===== config.mk =====
export PLATFORM = sky130hd
export DESIGN_NAME = canopen_nmt_node_control
export DESIGN_NICKNAME = d
export VERILOG_FILES = /design/src/nmt_node_pkg.sv /design/src/canopen_nmt_node_control.sv
export SDC_FILE = /design/constraint.sdc
export NUM_CORES = 1
export LEC_CHECK = 0
export ABC_AREA = 1
export BUFFER_PORTS_ARGS = -buffer_cell sky130_fd_sc_hd__buf_2
export CORE_MARGIN = 2
export CORE_UTILIZATION = 55
export CTS_BUF_LIST = sky130_fd_sc_hd__clkbuf_4
export DETAILED_ROUTE_END_ITERATION = 8
export PLACE_DENSITY = 0.78
export REMOVE_ABC_BUFFERS = 1
export SLEW_MARGIN = 20
export SYNTH_ARGS = -nofsm -noshare
export SYNTH_HDL_FRONTEND = slang
export SYNTH_SLANG_ARGS = --single-unit

===== constraint.sdc =====
create_clock -name i_clk -period 5.2 [get_ports i_clk]
set_clock_uncertainty 0.15 [all_clocks]
set_input_delay 1.04 -clock i_clk [delete_from_list [all_inputs] [get_ports i_clk]]
set_output_delay 1.04 -clock i_clk [all_outputs]
set_load 0.005 [all_outputs]

===== src/nmt_node_pkg.sv =====
// Constants shared by the CANopen node network-management controller
package nmt_node_pkg;

  // Message type field of the identifier (upper four bits)
  localparam logic [3:0] MT_NMT    = 4'h0;
  localparam logic [3:0] MT_EMCY   = 4'h1;
  localparam logic [3:0] MT_TPDO1  = 4'h3;
  localparam logic [3:0] MT_RPDO1  = 4'h4;
  localparam logic [3:0] MT_TPDO2  = 4'h5;
  localparam logic [3:0] MT_RPDO2  = 4'h6;
  localparam logic [3:0] MT_SDO_TX = 4'hb;
  localparam logic [3:0] MT_SDO_RX = 4'hc;
  localparam logic [3:0] MT_HB     = 4'he;

  // Network-management command specifiers and broadcast address
  localparam logic [7:0] CMD_OPER      = 8'h01;
  localparam logic [7:0] CMD_STOP      = 8'h02;
  localparam logic [7:0] CMD_PREOP     = 8'h80;
  localparam logic [7:0] CMD_RST_NODE  = 8'h81;
  localparam logic [7:0] CMD_RST_COMM  = 8'h82;
  localparam logic [7:0] NMT_BROADCAST = 8'h00;
  localparam logic [6:0] NMT_ID_NODE   = 7'h00;

  // Heartbeat state codes
  localparam logic [6:0] HB_BOOT  = 7'h00;
  localparam logic [6:0] HB_STOP  = 7'h04;
  localparam logic [6:0] HB_OPER  = 7'h05;
  localparam logic [6:0] HB_PREOP = 7'h7f;

  // Emergency error register byte
  localparam logic [7:0] ERR_SET   = 8'h01;
  localparam logic [7:0] ERR_CLEAR = 8'h00;

  // Selector ranges
  localparam logic [3:0] SEL_NONE      = 4'h0;
  localparam logic [3:0] SEL_DIG_FIRST = 4'h1;
  localparam logic [3:0] SEL_DIG_LAST  = 4'h9;
  localparam logic [3:0] SEL_VIR_FIRST = 4'ha;
  localparam logic [3:0] SEL_ENC1_LAST = 4'hb;
  localparam logic [3:0] SEL_ENC2_LAST = 4'hd;

  // Bit-rate codes: 50k, 100k, 125k, 250k, 500k, 800k, 1M
  localparam logic [2:0] RATE_50K = 3'h0;
  localparam logic [2:0] RATE_1M  = 3'h6;

  // Transmit pending slots, highest priority first
  localparam int P_BOOT  = 0;
  localparam int P_EMCY  = 1;
  localparam int P_TPDO1 = 2;
  localparam int P_TPDO2 = 3;
  localparam int P_HB    = 4;

  // Timing
  localparam int CLK_PERIOD_NS = 10;
  localparam int MS_NS         = 1000000;
  localparam int CYCLES_PER_MS = MS_NS / CLK_PERIOD_NS;
  localparam int HB_PERIOD_MS  = 1000;

  typedef enum logic [1:0] {ST_INIT, ST_PREOP, ST_OPER, ST_STOP} nmt_state_e;

endpackage


===== src/canopen_nmt_node_control.sv =====
// Network-management state machine, message gating and node setup of a CANopen slave
`timescale 1ns/100ps

////////////////////////////////////////////////////////////////////////////////
module canopen_nmt_node_control #(
  parameter int CYCLES_PER_MS = nmt_node_pkg::CYCLES_PER_MS,
  parameter int HB_PERIOD_MS  = nmt_node_pkg::HB_PERIOD_MS
) (
  input  wire logic        i_clk,                   // 100 MHz clock
  input  wire logic        i_srst,                  // Synchronous reset, power-on
  input  wire logic        i_startup_done,          // Self-test finished, pulse
  input  wire logic        i_internal_fault,        // Internal fault level
  input  wire logic        i_rx_valid,              // Received frame strobe
  input  wire logic [3:0]  i_rx_type,               // Received message type
  input  wire logic [6:0]  i_rx_node,               // Received identifier node field
  input  wire logic [7:0]  i_rx_data0,              // Received data byte 1
  input  wire logic [7:0]  i_rx_data1,              // Received data byte 2
  input  wire logic        i_tx_ready,              // Frame controller takes frame
  input  wire logic [15:0] i_pdo_timeout_ms,        // PDO gap limit, 0 disables
  input  wire logic [2:0]  i_rate_sel,              // Bit-rate setting
  input  wire logic [6:0]  i_fallback_node_number,  // Node number, input low
  input  wire logic [6:0]  i_alternate_node_number, // Node number, input high
  input  wire logic [3:0]  i_node_number_selector,  // Which input picks the number
  input  wire logic [8:0]  i_dig_in,                // Digital lines, from pins
  input  wire logic [5:0]  i_virt_in,               // Virtual digital inputs
  input  wire logic [8:0]  i_line_is_input,         // Line configured as input
  input  wire logic        i_enc1_en,               // Encoder 1 enabled
  input  wire logic        i_enc2_en,               // Encoder 2 enabled
  output logic             o_init_busy,             // In Initialization
  output logic [6:0]       o_state_code,            // Heartbeat state code
  output logic             o_tx_valid,              // Frame to send
  output logic [3:0]       o_tx_type,               // Message type to send
  output logic [7:0]       o_tx_data0,              // First data byte to send
  output logic             o_pdo_accept,            // Receive PDO taken, pulse
  output logic             o_sdo_accept,            // SDO request taken, pulse
  output logic [6:0]       o_node_number,           // Latched node number
  output logic [2:0]       o_bit_rate,              // Latched bit-rate code
  output logic             o_pdo_timeout_fault,     // PDO gap fault
  output logic             o_selector_conflict_fault // Selector conflict
);

  typedef struct packed {
    nmt_node_pkg::nmt_state_e state;
    logic [6:0]  code;
    logic        init_busy;
    logic [8:0]  s1;
    logic [8:0]  s2;
    logic [8:0]  s3;
    logic [8:0]  filt;
    logic [3:0]  sel;
    logic [6:0]  node;
    logic [2:0]  rate;
    logic        conflict;
    logic [31:0] ms_cnt;
    logic [15:0] hb_cnt;
    logic [15:0] pdo_ms;
    logic        pdo_fault;
    logic [2:0]  err;
    logic [4:0]  pend;
    logic        tx_valid;
    logic [3:0]  tx_type;
    logic [7:0]  tx_d0;
    logic        pdo_acc;
    logic        sdo_acc;
  } node_s;

  node_s st_r;
  node_s st_nxt;
  logic  nmt_hit;
  logic  ms_tick;
  logic  sel_level;
  logic  rx_pdo;
  logic  [2:0] fault_vec;

  // Heartbeat code of a state
  function automatic logic [6:0] code_of(input nmt_node_pkg::nmt_state_e s);
    logic [6:0] c;
    c = nmt_node_pkg::HB_BOOT;
    unique case (s)
      nmt_node_pkg::ST_INIT:  c = nmt_node_pkg::HB_BOOT;
      nmt_node_pkg::ST_PREOP: c = nmt_node_pkg::HB_PREOP;
      nmt_node_pkg::ST_OPER:  c = nmt_node_pkg::HB_OPER;
      nmt_node_pkg::ST_STOP:  c = nmt_node_pkg::HB_STOP;
    endcase
    return c;
  endfunction

  ////////////////////////////////////////////////////////////////////////////////
  // Next-state logic
  always_comb
  begin
    st_nxt      = st_r;
    st_nxt.pdo_acc = 1'b0;
    st_nxt.sdo_acc = 1'b0;
    sel_level   = 1'b0;
    // Pins pass three flops; a level counts once the last two agree
    st_nxt.s1   = i_dig_in;
    st_nxt.s2   = st_r.s1;
    st_nxt.s3   = st_r.s2;
    for (int i = 0; i < $bits(i_dig_in); i++)
    begin
      if (st_r.s2[i] == st_r.s3[i])
        st_nxt.filt[i] = st_r.s3[i];
    end
    // Millisecond prescaler shared by heartbeat and PDO supervision
    ms_tick       = (st_r.ms_cnt == 32'(CYCLES_PER_MS - 1));
    st_nxt.ms_cnt = ms_tick ? '0 : st_r.ms_cnt + 32'h1;
    rx_pdo = i_rx_valid && (i_rx_type == nmt_node_pkg::MT_RPDO1
                            || i_rx_type == nmt_node_pkg::MT_RPDO2);
    // Only commands addressed to all or to us count, never while booting
    nmt_hit = i_rx_valid && (i_rx_type == nmt_node_pkg::MT_NMT)
              && (i_rx_node == nmt_node_pkg::NMT_ID_NODE)
              && (st_r.state != nmt_node_pkg::ST_INIT)
              && (i_rx_data1 == nmt_node_pkg::NMT_BROADCAST
                  || i_rx_data1 == {1'b0, st_r.node});
    // Level of the input named by the current selector
    if (i_node_number_selector >= nmt_node_pkg::SEL_DIG_FIRST
        && i_node_number_selector <= nmt_node_pkg::SEL_DIG_LAST)
      sel_level = st_r.filt[i_node_number_selector - nmt_node_pkg::SEL_DIG_FIRST];
    else if (i_node_number_selector >= nmt_node_pkg::SEL_VIR_FIRST)
      sel_level = i_virt_in[3'(i_node_number_selector - nmt_node_pkg::SEL_VIR_FIRST)];

    unique case (st_r.state)
      nmt_node_pkg::ST_INIT:
      begin
        // Nothing leaves while booting; settings latch once per entry
        st_nxt.init_busy = 1'b1;
        if (i_startup_done)
        begin
          st_nxt.sel  = i_node_number_selector;
          st_nxt.node = (i_node_number_selector != nmt_node_pkg::SEL_NONE && sel_level)
                        ? i_alternate_node_number
                        : i_fallback_node_number;
          // An out-of-range setting keeps the slowest rate
          st_nxt.rate = (i_rate_sel <= nmt_node_pkg::RATE_1M)
                        ? i_rate_sel : nmt_node_pkg::RATE_50K;
          st_nxt.init_busy = 1'b0;
          st_nxt.state     = nmt_node_pkg::ST_PREOP;
          st_nxt.pend[nmt_node_pkg::P_BOOT] = 1'b1;
          st_nxt.hb_cnt    = '0;
        end
      end
      nmt_node_pkg::ST_PREOP:
      begin
        if (i_rx_valid && i_rx_type == nmt_node_pkg::MT_SDO_RX)
          st_nxt.sdo_acc = 1'b1;
      end
      nmt_node_pkg::ST_OPER:
      begin
        if (i_rx_valid && i_rx_type == nmt_node_pkg::MT_SDO_RX)
          st_nxt.sdo_acc = 1'b1;
        if (rx_pdo)
        begin
          // Each receive PDO is answered by its own transmit PDO
          st_nxt.pdo_acc = 1'b1;
          st_nxt.pdo_ms  = '0;
          if (i_rx_type == nmt_node_pkg::MT_RPDO1)
            st_nxt.pend[nmt_node_pkg::P_TPDO1] = 1'b1;
          else
            st_nxt.pend[nmt_node_pkg::P_TPDO2] = 1'b1;
        end
        else if (ms_tick && st_r.pdo_ms != '1)
          st_nxt.pdo_ms = st_r.pdo_ms + 16'h1;
        if (i_pdo_timeout_ms != '0 && st_r.pdo_ms > i_pdo_timeout_ms)
          st_nxt.pdo_fault = 1'b1;
      end
      nmt_node_pkg::ST_STOP:
      begin
        // PDOs, SDOs and their supervision are frozen here
        st_nxt.pdo_ms = st_r.pdo_ms;
      end
    endcase

    // Internal and PDO-gap faults send the node to Stopped from the running states
    if ((st_r.state == nmt_node_pkg::ST_PREOP || st_r.state == nmt_node_pkg::ST_OPER)
        && (i_internal_fault || st_r.pdo_fault))
      st_nxt.state = nmt_node_pkg::ST_STOP;

    // Network-management commands
    if (nmt_hit)
    begin
      unique case (i_rx_data0)
        nmt_node_pkg::CMD_OPER:
          if (!i_internal_fault && !st_r.pdo_fault)
          begin
            st_nxt.state  = nmt_node_pkg::ST_OPER;
            st_nxt.pdo_ms = '0;
          end
        nmt_node_pkg::CMD_STOP:
          st_nxt.state = nmt_node_pkg::ST_STOP;
        nmt_node_pkg::CMD_PREOP:
          if (!i_internal_fault && !st_r.pdo_fault)
            st_nxt.state = nmt_node_pkg::ST_PREOP;
        nmt_node_pkg::CMD_RST_NODE, nmt_node_pkg::CMD_RST_COMM:
        begin
          // Like a power cycle, but input synchronisers and ms prescaler keep running, node number and rate keep their values
          st_nxt.state     = nmt_node_pkg::ST_INIT;
          st_nxt.init_busy = 1'b1;
          st_nxt.pend      = '0;
          st_nxt.tx_valid  = 1'b0;
          st_nxt.pdo_fault = 1'b0;
          st_nxt.pdo_ms    = '0;
          st_nxt.err       = '0;
          st_nxt.conflict  = 1'b0;
        end
        default: ;
      endcase
    end

    // Selector conflict; uses the selector being latched so boot shows no false flag
    if (st_nxt.state != nmt_node_pkg::ST_INIT)
      st_nxt.conflict =
        (st_nxt.sel >= nmt_node_pkg::SEL_DIG_FIRST && st_nxt.sel <= nmt_node_pkg::SEL_DIG_LAST
         && !i_line_is_input[st_nxt.sel - nmt_node_pkg::SEL_DIG_FIRST])
        || (st_nxt.sel >= nmt_node_pkg::SEL_VIR_FIRST
            && st_nxt.sel <= nmt_node_pkg::SEL_ENC1_LAST && i_enc1_en)
        || (st_nxt.sel > nmt_node_pkg::SEL_ENC1_LAST
            && st_nxt.sel <= nmt_node_pkg::SEL_ENC2_LAST && i_enc2_en);

    // Heartbeat period and emergency on any change of the fault set
    fault_vec = {st_r.conflict, st_r.pdo_fault, i_internal_fault};
    if (st_nxt.state != nmt_node_pkg::ST_INIT && st_r.state != nmt_node_pkg::ST_INIT)
    begin
      if (ms_tick)
      begin
        st_nxt.hb_cnt = st_r.hb_cnt + 16'h1;
        if (st_r.hb_cnt >= 16'(HB_PERIOD_MS - 1))
        begin
          st_nxt.hb_cnt = '0;
          st_nxt.pend[nmt_node_pkg::P_HB] = 1'b1;
        end
      end
      if (fault_vec != st_r.err)
      begin
        st_nxt.err = fault_vec;
        st_nxt.pend[nmt_node_pkg::P_EMCY] = 1'b1;
      end
    end

    // Outside Operational no PDO may wait or be offered
    if (st_nxt.state != nmt_node_pkg::ST_OPER)
    begin
      st_nxt.pend[nmt_node_pkg::P_TPDO1] = 1'b0;
      st_nxt.pend[nmt_node_pkg::P_TPDO2] = 1'b0;
      if (st_r.tx_type == nmt_node_pkg::MT_TPDO1 || st_r.tx_type == nmt_node_pkg::MT_TPDO2)
        st_nxt.tx_valid = 1'b0;
    end

    // Transmit: hold a frame until taken, then offer the next by priority
    if (st_r.tx_valid && i_tx_ready)
      st_nxt.tx_valid = 1'b0;
    if (!st_r.tx_valid && st_nxt.state != nmt_node_pkg::ST_INIT
        && st_r.state != nmt_node_pkg::ST_INIT)
    begin
      if (st_nxt.pend[nmt_node_pkg::P_BOOT])
      begin
        st_nxt.tx_type = nmt_node_pkg::MT_HB;
        st_nxt.tx_d0   = {1'b0, nmt_node_pkg::HB_BOOT};
        st_nxt.pend[nmt_node_pkg::P_BOOT] = 1'b0;
        st_nxt.tx_valid = 1'b1;
      end
      else if (st_nxt.pend[nmt_node_pkg::P_EMCY])
      begin
        st_nxt.tx_type = nmt_node_pkg::MT_EMCY;
        st_nxt.tx_d0   = (st_nxt.err != '0) ? nmt_node_pkg::ERR_SET
                                            : nmt_node_pkg::ERR_CLEAR;
        st_nxt.pend[nmt_node_pkg::P_EMCY] = 1'b0;
        st_nxt.tx_valid = 1'b1;
      end
      else if (st_nxt.pend[nmt_node_pkg::P_TPDO1])
      begin
        st_nxt.tx_type = nmt_node_pkg::MT_TPDO1;
        st_nxt.tx_d0   = '0;
        st_nxt.pend[nmt_node_pkg::P_TPDO1] = 1'b0;
        st_nxt.tx_valid = 1'b1;
      end
      else if (st_nxt.pend[nmt_node_pkg::P_TPDO2])
      begin
        st_nxt.tx_type = nmt_node_pkg::MT_TPDO2;
        st_nxt.tx_d0   = '0;
        st_nxt.pend[nmt_node_pkg::P_TPDO2] = 1'b0;
        st_nxt.tx_valid = 1'b1;
      end
      else if (st_nxt.pend[nmt_node_pkg::P_HB])
      begin
        st_nxt.tx_type = nmt_node_pkg::MT_HB;
        st_nxt.tx_d0   = {1'b0, code_of(st_nxt.state)};
        st_nxt.pend[nmt_node_pkg::P_HB] = 1'b0;
        st_nxt.tx_valid = 1'b1;
      end
    end
    st_nxt.code = code_of(st_nxt.state);
  end

  ////////////////////////////////////////////////////////////////////////////////
  // State register; reset state is Initialization with all flags clear except init_busy, which is set
  always_ff @(posedge i_clk)
  begin
    if (i_srst)
    begin
      st_r           <= '0;
      st_r.init_busy <= 1'b1;
    end
    else
      st_r <= st_nxt;
  end

  // Outputs straight from the state register; frame format is the controller's
  assign o_init_busy               = st_r.init_busy;
  assign o_state_code              = st_r.code;
  assign o_tx_valid                = st_r.tx_valid;
  assign o_tx_type                 = st_r.tx_type;
  assign o_tx_data0                = st_r.tx_d0;
  assign o_pdo_accept              = st_r.pdo_acc;
  assign o_sdo_accept              = st_r.sdo_acc;
  assign o_node_number             = st_r.node;
  assign o_bit_rate                = st_r.rate;
  assign o_pdo_timeout_fault       = st_r.pdo_fault;
  assign o_selector_conflict_fault = st_r.conflict;
endmodule


==> results.md <==
* Pre-CTS setup slack at approximately 1.2 ns
* Global-route wire length before repair at 27100 um
* Reg clk slew, reported paths at about 0.14 ns
* Setup tns final at 0 ns
* Final worst setup slack at approximately 1.6 ns
* Wl on met1 at ~7600 um
* P per Cell Area at between 200 and 300 mW/mm^2
* Vias in the first global route at approximately 6300
* Antenna-violating nets left at 0
* CTS Buf Count at 17
* Unique cell type count in the Yosys netlist at 54
* Type of origin of the critical path: flip-flop
* Gr usage total at 22.0%
* Register Area at roughly 0.0028 sq mm
* Wire length on met2 at between 7000 and 8000 um
* Commonest cells after routing, fill and taps aside: 193 x inv_1, 176 x nand2_1, 148 x nor2_1, 140 x dfxtp_1, 129 x buf_2
* DRT Pass-1 Iters at 5
* Synth-to-Final Area Change at 11.7%
* Setup CP Type: reg2reg
* Total power at roughly 2.4 mW
* Slew headroom at between 50% and 60%
* Via count at between 7000 and 8000
* Final hold violation count at 0
* Initial Utilization at 56.4%
* Most common library cell in the layout ignoring fill and taps: inv_1
* Synthesis Warnings at 0
* Hpwl dp at approximately 12000 um
* Max layer used: met4
* Final Net Count at approximately 1400
* RSZ-0062 raised after global routing: no
* Die span in y at 123 um
* Rows at 43
* Final core occ at a little over three fifths
* Post-CTS setup buffer count at 0
* Netlist Area Pre-Place at 0.00784 sq mm
* Per-cell routed wire length at approximately 11 um
* Grt ovf at 0
* Vias per cell at between 5 and 6
* Crit. End Element: flip-flop
* Multi-input logic area at between 0.003 and 0.004 sq mm
* CTS Buffer Depth at 2
* Initial antenna violation count at 1
* Slew at the pin closest to its max-slew limit at around 0.75 ns
* Routed length on met3 at between 500 and 600 um
* Hold Crit Class: reg2reg
* Share of layout cells above drive strength 1 at 18.0%
* Final Wtd Congestion at about 0.93
* Post-Synthesis Cells at ~1100
* Core Footprint at 0.0139 sq mm
* I/O Buffers at between 100 and 150
* Die Wd at ~120 um
* Arrival time at the worst endpoint at just under 4 ns
* Lkg Pwr at about 4.1 nW
* Final WL at roughly 16000 um
* CTS tree: done
* Syn_area_per_cell at 7.00 sq um
* Fillers at 1324
* Ports at 131
* CTS Root Cell: clkbuf_4
* Setup violators final at 0
* Maxcap violations at 0
* Max frequency at 275 MHz
* Status: finished clean
* Final period utilization at a little over two thirds
* Residual DRC at 0
* Post-cts hold buffer count at 0
* Clock latency on the worst-skew pair at approximately 0.57 ns
* Sink Count at 140
* Die area at 0.0152 sq mm
* Largest net degree at the start of global routing at 54
* # resized after CTS at 0
* Post-synthesis register bit count at 140
* Fin. max-slew vios at 0
* Tmin final at around 3.6 ns
* Iteration-0 DRC Markers at 398
* Max FO, Critical Path at 13
* Hold WS at around 0.26 ns
* Peak VDD IR at approximately 230 uV
* H-tree levels at 4
* Post-synthesis sequential area ratio at between 30% and 40%
* CP required at 5.50 ns
[worst paths after layout]
check | from | to | slack [ns] | cells past startpoint
max | st_r[147] | o_tx_data0[0] | 1.56 | 22
min | st_nxt[129] | st_nxt[120] | 0.26 | 2
max reg2reg | st_r[147] | o_tx_data0[0] | 1.56 | 22
min reg2reg | st_nxt[129] | st_nxt[120] | 0.26 | 2
[cells in the mapped netlist (all sizes together)]
cell type / instances / area, sq um
o21ai: 52 / 283
o221a: 1 / 11.3
a221oi: 1 / 8.76
o211ai: 6 / 45.0
conb: 1 / 3.75
dfxtp: 140 / 2800
nand4: 29 / 188
nor3: 31 / 176
a311oi: 1 / 8.76
or2: 6 / 37.5
nand2: 190 / 778
a21boi: 1 / 7.51
xor2: 15 / 131
clkbuf: 8 / 30.0
nor2: 161 / 666
nand3: 77 / 433
buf: 39 / 270
o22ai: 5 / 31.3
and3: 1 / 6.26
a211oi: 8 / 60.1
nand3b: 5 / 37.5
ha: 33 / 413
nor4: 11 / 68.8
xnor2: 4 / 35.0
a21oi: 82 / 437
clkinv: 2 / 8.75
o2111ai: 2 / 17.5
o21a: 1 / 7.51
nor3b: 8 / 71.3
o21bai: 3 / 22.5
inv: 196 / 738
[state kept, by name, indices dropped and copies added, names as in the netlist, 3 cells and up]
| signal | count |
|---|---|
| o_node_number | 7 |
| o_bit_rate | 3 |
| o_state_code | 3 |
| o_tx_data0 | 3 |
| st_r | 96 |
| o_tx_type | 4 |
| st_nxt | 18 |
[power by group]
part / switching [mW] / total (mW) / internal, mW
Combinational: 0.287 / 0.466 / 0.179
Clock: 0.470 / 0.785 / 0.315
Sequential: 0.0305 / 1.15 / 1.12
[cell type report]
cell class,instances,share of cell area (%)
sequential,140,32.0
antenna,2,0.0572
inverter,198,8.54
clock inverter,15,2.25
multi-input combinational,735,45.5
tap,180,2.57
clock buffer,17,1.46
timing repair buffer,131,7.55
[critical path, stage by stage, from the launching register on]
cell	delay, ns
dfxtp_1	0.34
inv_1	0.07
ha_1	0.29
nand2_1	0.10
inv_1	0.34
nor3_1	0.13
inv_1	0.11
nand3_1	0.09
o2111ai_1	0.10
nand2_1	0.07
nand2_1	0.08
inv_1	0.07
ha_1	0.25
nor2_1	0.36
o21ai_2	0.19
inv_1	0.20
nor2_1	0.06
a21oi_1	0.19
nand3_1	0.11
nand2_1	0.07
nand2_1	0.05
nand2_1	0.07
a21oi_2	0.05
[cells by family after synthesis]
family                     count (synthesis)  synth area share (%)
and+or+nand+nor                          519                  31.4
xor gates and xnor gates                  19                  2.12
other                                      1                0.0479
buffers and inverters                    245                  13.4
DFF                                      140                  35.8
AOI/OAI and AO/OA                        163                  12.0
adders and majority gates                 33                  5.27
[per-stage QoR]
stage / std cells / instance area, sq um
CTS: 1416 / 8740
detailed placement: 1384 / 8420
finish: 1418 / 8750
global placement: 1384 / 8420
global route: 1418 / 8750
floorplan: 1073 / 7530
[per-layer routing]
metal | vias up | global-route usage, %
li1 | 3792 | -
met5 | - | 0
met4 | 0 | 6.82
met3 | 20 | 5.40
met2 | 123 | 37.8
met1 | 3173 | 27.1
Note: power is estimated with default switching activity, not from simulation.
